$ cat src/arfc_consts.vh
// constants for the range flag and calibration control block
// assumes inclusion by arfc_top.v and arfc_cal_seq.v
`ifndef ARFC_CONSTS_VH
`define ARFC_CONSTS_VH
// calibration request, run length and power-up delay timing, in sample clock cycles
`define ARFC_CAL_LOW_CYC 80
`define ARFC_CAL_HIGH_CYC 80
`define ARFC_CAL_RUN_CYC 1400
`define ARFC_PWR_DLY_CYC 64
// code span limits
`define ARFC_CODE_MIN 8'h00
`define ARFC_CODE_MAX 8'hFF
// full-scale range select
`define ARFC_RANGE_NORMAL 1'b1
`define ARFC_RANGE_REDUCED 1'b0
`define ARFC_FSADJ_RST 8'h80
// register byte offsets
`define ARFC_A_CTRL 12'h000
`define ARFC_A_FSADJ 12'h004
`define ARFC_A_STAT 12'h008
`define ARFC_A_ISTAT 12'h00C
`define ARFC_A_IEN 12'h010
`define ARFC_A_ICLR 12'h014
`endif

$ cat src/arfc_cal_seq.v
// calibration sequencer: power-on and on-command calibration
// assumes request and power-down inputs are synchronous to pclk
`timescale 1ns/10ps
`default_nettype none
`include "arfc_consts.vh"
module arfc_cal_seq #(
  parameter LOW_CYC = `ARFC_CAL_LOW_CYC,
  parameter HIGH_CYC = `ARFC_CAL_HIGH_CYC,
  parameter RUN_CYC = `ARFC_CAL_RUN_CYC,
  parameter DLY_CYC = `ARFC_PWR_DLY_CYC,
  parameter CW = 16
) (
  // clock and reset
  input wire pclk,
  input wire presetn,
  // controls
  input wire cal_req,
  input wire pwrdn_req,
  // status
  output wire cal_running,
  output wire cal_done,
  output wire powered_down
);
  // =====================================
  // states
  localparam ST_INIT = 3'd0;
  localparam ST_DLY = 3'd1;
  localparam ST_IDLE = 3'd2;
  localparam ST_RUN = 3'd3;
  localparam ST_PWRDN = 3'd4;
  localparam [CW-1:0] LOW_N = LOW_CYC[CW-1:0];
  localparam [CW-1:0] HIGH_N = HIGH_CYC[CW-1:0];
  localparam [CW-1:0] RUN_N = RUN_CYC[CW-1:0];
  localparam [CW-1:0] DLY_N = DLY_CYC[CW-1:0];

  reg [2:0] st_r;
  reg [2:0] st_nxt;
  reg [CW-1:0] cnt_r;
  reg [CW-1:0] cnt_nxt;
  reg [CW-1:0] lo_r;
  reg [CW-1:0] lo_nxt;
  reg [CW-1:0] hi_r;
  reg [CW-1:0] hi_nxt;
  reg armed_r;
  reg armed_nxt;
  reg skip_r;
  reg skip_nxt;
  reg done_r;
  reg done_nxt;
  wire cmd_go;

  // =====================================
  // request qualification
  // low then high counters filter noise on the request pin
  assign cmd_go = armed_r && (hi_r == HIGH_N);

  always @* begin
    lo_nxt = lo_r;
    hi_nxt = hi_r;
    armed_nxt = armed_r;
    if (st_r == ST_PWRDN) begin
      lo_nxt = {CW{1'b0}};
      hi_nxt = {CW{1'b0}};
      armed_nxt = 1'b0;
    end else if (!cal_req) begin
      hi_nxt = {CW{1'b0}};
      if (lo_r != LOW_N) begin
        lo_nxt = lo_r + {{(CW-1){1'b0}}, 1'b1};
      end else begin
        armed_nxt = 1'b1;
      end
    end else begin
      lo_nxt = {CW{1'b0}};
      if (!armed_r) begin
        hi_nxt = {CW{1'b0}};
      end else if (hi_r != HIGH_N) begin
        hi_nxt = hi_r + {{(CW-1){1'b0}}, 1'b1};
      end
    end
    if (cmd_go && st_r == ST_IDLE) begin
      armed_nxt = 1'b0;
      hi_nxt = {CW{1'b0}};
    end
  end

  // =====================================
  // sequencer
  always @* begin
    st_nxt = st_r;
    cnt_nxt = cnt_r;
    skip_nxt = skip_r;
    done_nxt = 1'b0;
    case (st_r)
      ST_INIT: begin
        // strap sampled after release, never under reset
        skip_nxt = cal_req;
        cnt_nxt = {CW{1'b0}};
        st_nxt = ST_DLY;
      end
      ST_DLY: begin
        // delay counter held while powered down at power-up
        if (!pwrdn_req) begin
          cnt_nxt = cnt_r + {{(CW-1){1'b0}}, 1'b1};
        end
        if (skip_r) begin
          st_nxt = ST_IDLE;
        end else if (cnt_r == DLY_N && !pwrdn_req) begin
          // power-down on the last delay cycle still holds the start off
          cnt_nxt = {CW{1'b0}};
          st_nxt = ST_RUN;
        end
      end
      ST_IDLE: begin
        if (pwrdn_req) begin
          st_nxt = ST_PWRDN;
        end else if (cmd_go) begin
          cnt_nxt = {CW{1'b0}};
          st_nxt = ST_RUN;
        end
      end
      ST_RUN: begin
        // power-down waits for the sequence to end
        cnt_nxt = cnt_r + {{(CW-1){1'b0}}, 1'b1};
        if (cnt_r == RUN_N - {{(CW-1){1'b0}}, 1'b1}) begin
          done_nxt = 1'b1;
          st_nxt = pwrdn_req ? ST_PWRDN : ST_IDLE;
        end
      end
      ST_PWRDN: begin
        if (!pwrdn_req) begin
          st_nxt = ST_IDLE;
        end
      end
      default: begin
        st_nxt = ST_INIT;
      end
    endcase
  end

  always @(posedge pclk or negedge presetn) begin
    if (!presetn) begin
      st_r <= ST_INIT;
      cnt_r <= {CW{1'b0}};
      lo_r <= {CW{1'b0}};
      hi_r <= {CW{1'b0}};
      armed_r <= 1'b0;
      skip_r <= 1'b0;
      done_r <= 1'b0;
    end else begin
      st_r <= st_nxt;
      cnt_r <= cnt_nxt;
      lo_r <= lo_nxt;
      hi_r <= hi_nxt;
      armed_r <= armed_nxt;
      skip_r <= skip_nxt;
      done_r <= done_nxt;
    end
  end

  assign cal_running = (st_r == ST_RUN);
  assign cal_done = done_r;
  assign powered_down = (st_r == ST_PWRDN);
endmodule // arfc_cal_seq
`default_nettype wire

$ cat src/arfc_top.v
// range flag and calibration control top with apb register file
// assumes all pins synchronous to pclk; host keeps pins steady during calibration
//
// Function
// a clipped conversion drives the flag positive output high and negative output low.
// the flag stays active while either bus result would fall outside 00h to FFh.
// in normal mode the select pin picks normal range when high, reduced when low.
// in extended control mode the range comes from the full-scale adjust register.
// calibration runs after power-up and again on each host request.
// the calibration sequence is the same whenever the sample clock starts.
// the running output is high for the whole calibration and low otherwise.
// the host keeps the sample clock stable and only toggles serial clock in enhanced mode.
// the host leaves output level, edge, data sense and data rate alone during calibration.
// the host leaves mode enables, resync, chip select, power-down and request alone then.
// a request is low for the low count then high for the high count, then calibration starts.
// a request pin high at power-up skips power-on calibration until a proper request.
// power-down raised during calibration waits until the sequence ends.
// while powered down the request input is ignored.
`timescale 1ns/10ps
`default_nettype none
`include "arfc_consts.vh"
module arfc_top #(
  parameter RUN_CYC = `ARFC_CAL_RUN_CYC,
  parameter DLY_CYC = `ARFC_PWR_DLY_CYC
) (
  // clock and reset
  input wire pclk,
  input wire presetn,
  // apb slave
  input wire psel,
  input wire penable,
  input wire pwrite,
  input wire [11:0] paddr,
  input wire [31:0] pwdata,
  output wire pready,
  output reg [31:0] prdata,
  output wire pslverr,
  // converter results, true value with two extra bits of headroom
  input wire [9:0] result_a,
  input wire [9:0] result_b,
  // control pins
  input wire full_scale_select,
  input wire cal_req_pin,
  input wire power_down_pin,
  // flag and status pins
  output reg range_flag_p,
  output reg range_flag_n,
  output wire calibration_running,
  output reg range_sel_normal,
  output reg [7:0] range_adjust,
  // interrupt
  output wire irq
);
  // =====================================
  // register map
  localparam [11:0] A_CTRL = `ARFC_A_CTRL;
  localparam [11:0] A_FSADJ = `ARFC_A_FSADJ;
  localparam [11:0] A_STAT = `ARFC_A_STAT;
  localparam [11:0] A_ISTAT = `ARFC_A_ISTAT;
  localparam [11:0] A_IEN = `ARFC_A_IEN;
  localparam [11:0] A_ICLR = `ARFC_A_ICLR;

  reg ext_ctrl_r;
  reg [7:0] fsadj_r;
  reg [2:0] ist_r;
  reg [2:0] ien_r;
  reg run_d_r;
  wire cal_done;
  wire pwrdn_state;
  wire out_a;
  wire out_b;
  wire wr_en;
  wire [2:0] ev;
  wire [2:0] clr;

  // =====================================
  // calibration sequencer
  arfc_cal_seq #(
    .RUN_CYC(RUN_CYC),
    .DLY_CYC(DLY_CYC)
  ) u_seq (
    .pclk(pclk),
    .presetn(presetn),
    .cal_req(cal_req_pin),
    .pwrdn_req(power_down_pin),
    .cal_running(calibration_running),
    .cal_done(cal_done),
    .powered_down(pwrdn_state)
  );

  // =====================================
  // out of range flag
  function oor;
    input [9:0] v;
    begin
      oor = (v[9:8] != 2'b00);
    end
  endfunction

  assign out_a = oor(result_a);
  assign out_b = oor(result_b);

  always @(posedge pclk or negedge presetn) begin
    if (!presetn) begin
      range_flag_p <= 1'b0;
      range_flag_n <= 1'b1;
    end else begin
      range_flag_p <= out_a | out_b;
      range_flag_n <= ~(out_a | out_b);
    end
  end

  // =====================================
  // full-scale range
  always @(posedge pclk or negedge presetn) begin
    if (!presetn) begin
      range_sel_normal <= `ARFC_RANGE_NORMAL;
      range_adjust <= `ARFC_FSADJ_RST;
    end else if (ext_ctrl_r) begin
      range_sel_normal <= `ARFC_RANGE_NORMAL;
      range_adjust <= fsadj_r;
    end else begin
      range_sel_normal <= full_scale_select;
      range_adjust <= `ARFC_FSADJ_RST;
    end
  end

  // =====================================
  // apb slave, zero wait states
  assign pready = 1'b1;
  assign pslverr = 1'b0;
  assign wr_en = psel & penable & pwrite;
  // events: calibration start, calibration done, out of range on either result (level, every cycle)
  assign ev = {out_a | out_b, cal_done, calibration_running & ~run_d_r};
  assign clr = (wr_en && paddr == A_ICLR) ? pwdata[2:0] : 3'h0;
  assign irq = |(ist_r & ien_r);

  always @(posedge pclk or negedge presetn) begin
    if (!presetn) begin
      ext_ctrl_r <= 1'b0;
      fsadj_r <= `ARFC_FSADJ_RST;
      ist_r <= 3'h0;
      ien_r <= 3'h0;
      run_d_r <= 1'b0;
    end else begin
      run_d_r <= calibration_running;
      // set wins over a clear in the same cycle
      ist_r <= (ist_r & ~clr) | ev;
      // mode changes are host's duty to avoid during calibration
      if (wr_en && paddr == A_CTRL) begin
        ext_ctrl_r <= pwdata[0];
      end else if (wr_en && paddr == A_FSADJ) begin
        fsadj_r <= pwdata[7:0];
      end else if (wr_en && paddr == A_IEN) begin
        ien_r <= pwdata[2:0];
      end
    end
  end

  always @* begin
    prdata = 32'h0000_0000;
    if (paddr == A_CTRL) begin
      prdata = {31'h0, ext_ctrl_r};
    end else if (paddr == A_FSADJ) begin
      prdata = {24'h0, fsadj_r};
    end else if (paddr == A_STAT) begin
      prdata = {28'h0, pwrdn_state, range_flag_p, range_sel_normal, calibration_running};
    end else if (paddr == A_ISTAT) begin
      prdata = {29'h0, ist_r};
    end else if (paddr == A_IEN) begin
      prdata = {29'h0, ien_r};
    end
  end
endmodule // arfc_top
`default_nettype wire

$ cat config.mk
export PLATFORM = sky130hd
export DESIGN_NAME = arfc_top
export DESIGN_NICKNAME = d
export VERILOG_FILES = /design/src/arfc_cal_seq.v /design/src/arfc_top.v
export VERILOG_INCLUDE_DIRS = /design/src
export SDC_FILE = /design/constraint.sdc
export NUM_CORES = 1
export LEC_CHECK = 0
export ABC_CLOCK_PERIOD_IN_PS = 1600
export BUFFER_PORTS_ARGS = -buffer_cell sky130_fd_sc_hd__buf_2
export CORE_ASPECT_RATIO = 0.6
export CORE_MARGIN = 4
export CORE_UTILIZATION = 30
export DETAILED_ROUTE_END_ITERATION = 16
export GPL_ROUTABILITY_DRIVEN = 0
export GPL_TIMING_DRIVEN = 0
export MAX_ROUTING_LAYER = met4
export PLACE_DENSITY_LB_ADDON = 0.3
export SLEW_MARGIN = 20
export SYNTH_ARGS = -nofsm -noshare
export SYNTH_HDL_FRONTEND = slang
export SYNTH_SLANG_ARGS = --single-unit
$ cat constraint.sdc
create_clock -name pclk -period 1.6 [get_ports pclk]
set_input_delay 0.24 -clock pclk [delete_from_list [all_inputs] [get_ports pclk]]
set_output_delay 0.24 -clock pclk [all_outputs]
set_load 0.05 [all_outputs]
==> metrics <==
register area share after synthesis 46.9%; P_int roughly 5100 uW; xor and xnor area share after synthesis ~6.1%; flops & latches, synth 81; Reg clk slew, reported paths about 0.06 ns; Mapped Area 0.00433 mm2; CP Cell Sequence buf_6 > a31oi_2 > a311oi_2 > a31oi_2 > o2bb2ai_4 > buf_8; Yosys warning total 0; clock tree buffer depth 2; Syn Inst Count between 400 and 500; Avg Cell Area, Syn between 9 and 10 um2; Yosys cell types 50; Final #Nets about 670; Layout area overhead 50.5%; RSZ-0062 raised after global routing yes; CP max-delay cell dfrtp_2; final WL 12,100 um; Most used DFF post-synth dfrtp_1; startpoint types register; CTS tree done; Crit Path Class register to primary output; starting density of the core between 30% and 40%; Reg power frac a little under a third; later-pin clock latency in the skew report roughly 0.34 ns; failing checks setup timing; peak supply drop roughly 0.73 mV; DIE WIDTH 163 um; post-synthesis mux area share 3.38%; vias in the first global route between 3,000 and 4,000; CP arrival 1.68 ns; ANT nets after route 0; Fin. Hold Viols 0; simple-gate share of the synthesized area 23.8%; largest net degree at the start of global routing 57; Ports about 120; Period minus WS final 1.92 ns; CTS Root Cell clkbuf_16; Leakage between 0.002 and 0.003 uW; number of port buffers 52; Async SR Flop Fraction 100%; Critical path buffers and inverters 2; Hold WC Path Type input port to register; CP required roughly 1.4 ns; R2R Setup Slk -0.17 ns; max-slew violations 0; initial antenna violation count 0; net switching power ~2600 uW; combinational share of power around two fifths; share of layout cells above drive strength 1 a little under half; Final WS setup -0.319 ns; clk sink count 81; global-route wire length before repair 18,100 um; row count 33; Synth Area in Compound Gates between 10% and 20%; DRC errors left 0; commonest non-fill, non-tap cell in the layout dfrtp_1; Achievable Freq ~520 MHz; CP endpoint kind primary output; commonest cells after routing, fill and taps aside dfrtp_1 (70), buf_4 (66), buf_2 (40), nand2_1 (35), nor2_1 (33); drt via density 4.93; period utilization 120%; full die area roughly 0.016 mm2; Net Sw Frac between 30% and 40%; PwrDens 1180 mW/mm2; GRT overflow 0; CORE AREA 0.0139 mm2; CTS Buf Count 9; largest family of logic cells by synthesized area simple AND/OR/NAND/NOR gates; cell mode on critical path a31oi_2; post-place setup slack -0.771 ns; via count 3,881; Post-Synth Adder-Cell Area 2.02%; CTS H-Tree Depth 3; outcome finished with violations; cell family with most CP delay compound AO/OA/AOI/OAI gates; Wirelength per Cell between 15 and 20 um; ant diodes 0; DP HPWL 7700 um; Final Util a little under half; Max-cap violations 0; CP max FO 3; Clk pwr share around 30%; Max stage delay on crit path between 0.4 and 0.5 ns; Tot GR Track Use approximately 14%; drt initial violations 281; DR pass1 iterations 5; Die Y a little over 100 um; Clock Skews 0.0113 ns; number of synthesized flops with an enable pin 0; Final setup viols 50
## through the flow
| step | cell area [um2] | TNS [ns] | std cells | power, uW | hold slack, ns |
|---|---|---|---|---|---|
| global placement | 5020 | -49.66 | 721 | 3900 | 0.376 |
| global route | 6520 | -10.32 | 787 | 8050 | 0.0357 |
| detailed placement | 5050 | -20.36 | 722 | 3960 | 0.191 |
| CTS | 5840 | -5.45 | 761 | 6770 | 0.0231 |
| finish | 6520 | -6.25 | 787 | 7700 | 0.0266 |
| floorplan | 4520 | -2.51 | 477 | 3500 | -0.0556 |
## layout make-up
class | count | area, um2
flip-flops and latches | 81 | 2040
multi-input cells | 340 | 2720
inverters | 18 | 70.1
clock buffers | 10 | 229
clock inverters | 6 | 108
plain buffers | 35 | 283
repair buffers | 105 | 827
fillers | 1272 | 7350
well taps | 192 | 240
## power by group through the flow
stage | registers, uW | clock network (uW) | logic [uW]
2_1_floorplan | 2320 | 0 | 1180
3_5_place_dp | 2350 | 0 | 1610
6_report | 2370 | 2360 | 2960
4_1_cts | 2360 | 2410 | 2000
3_3_place_gp | 2340 | 0 | 1550
5_1_grt | 2390 | 2500 | 3160
## synthesized netlist by cell type (2+ instances only)
master    instances  area share (%)
dfrtp_1          77              44
nor2_1           52             4.5
nand2_1          40             3.5
buf_4            26             4.5
nand3_1          20             2.3
a31oi_1          18             2.6
inv_1            18             1.6
xor2_1           16             3.2
a21oi_1          15             1.7
xnor2_1          14             2.8
and3_1           13             1.9
mux2_2           13             3.4
and2_1           12             1.7
nand4_1          12             1.7
o21ai_0          11             1.3
clkbuf_1          7            0.61
ha_1              7             2.0
nand2b_1          7             1.0
nor3_1            7            0.81
nor4_1            7             1.0
and4_1            6             1.2
buf_2             5            0.58
dfstp_2           4             2.4
nor2b_1           4            0.58
a21o_1            3            0.52
a22oi_1           3            0.52
a41oi_1           3            0.61
a211oi_1          2            0.35
a22o_1            2            0.40
a311oi_1          2            0.40
conb_1            2            0.17
nor3b_1           2            0.35
nor4b_1           2            0.40
nor4bb_1          2            0.46
o31ai_1           2            0.35
or2_2             2            0.29
or3_1             2            0.29
## kinds of logic after synthesis
family | Yosys count
simple gates | 195
flops | 81
compound gates | 69
buf+inv | 56
xor+xnor | 30
mux | 13
fa+ha+maj | 7
other cells | 2
## registers in the layout, indices dropped and copies added (netlist names), 3 cells and up
name and flops:
u_seq.cnt_r 16, u_seq.hi_r 16, u_seq.lo_r 16, fsadj_r 8, range_adjust 8, ien_r 3
ist_r 3, u_seq.st_r 3
## final timing paths
check                         startpoint               to  cells after the start
max                        u_seq.st_r[1]        prdata[0]                      6
min                          result_b[8]     range_flag_n                      2
max reg2reg                u_seq.hi_r[1]   u_seq.hi_r[13]                      8
min reg2reg                   ext_ctrl_r  range_adjust[7]                      1
max in group asynchronous        presetn  range_adjust[7]                      3
min in group asynchronous        presetn    u_seq.hi_r[8]                      2
## timing repair
action | 4_1_cts | 5_1_grt
hold buffers | 1 | 0
buffers inserted | 23 | 25
endpoints found under the hold margin | 24 | 0
endpoints found under the setup margin | 62 | 67
pin swaps | 16 | 37
resized for setup | 68 | 119
gates cloned | 1 | 3
## per-layer routing
metal | wire (um) | vias up | track usage (%)
met5 | 0 | - | -
met2 | 5640 | 126 | 20.7
met4 | 68 | 0 | 3.54
met3 | 706 | 13 | 3.88
met1 | 5670 | 1917 | 19.3
li1 | - | 1825 | -
(Power assumes the default switching activity.)
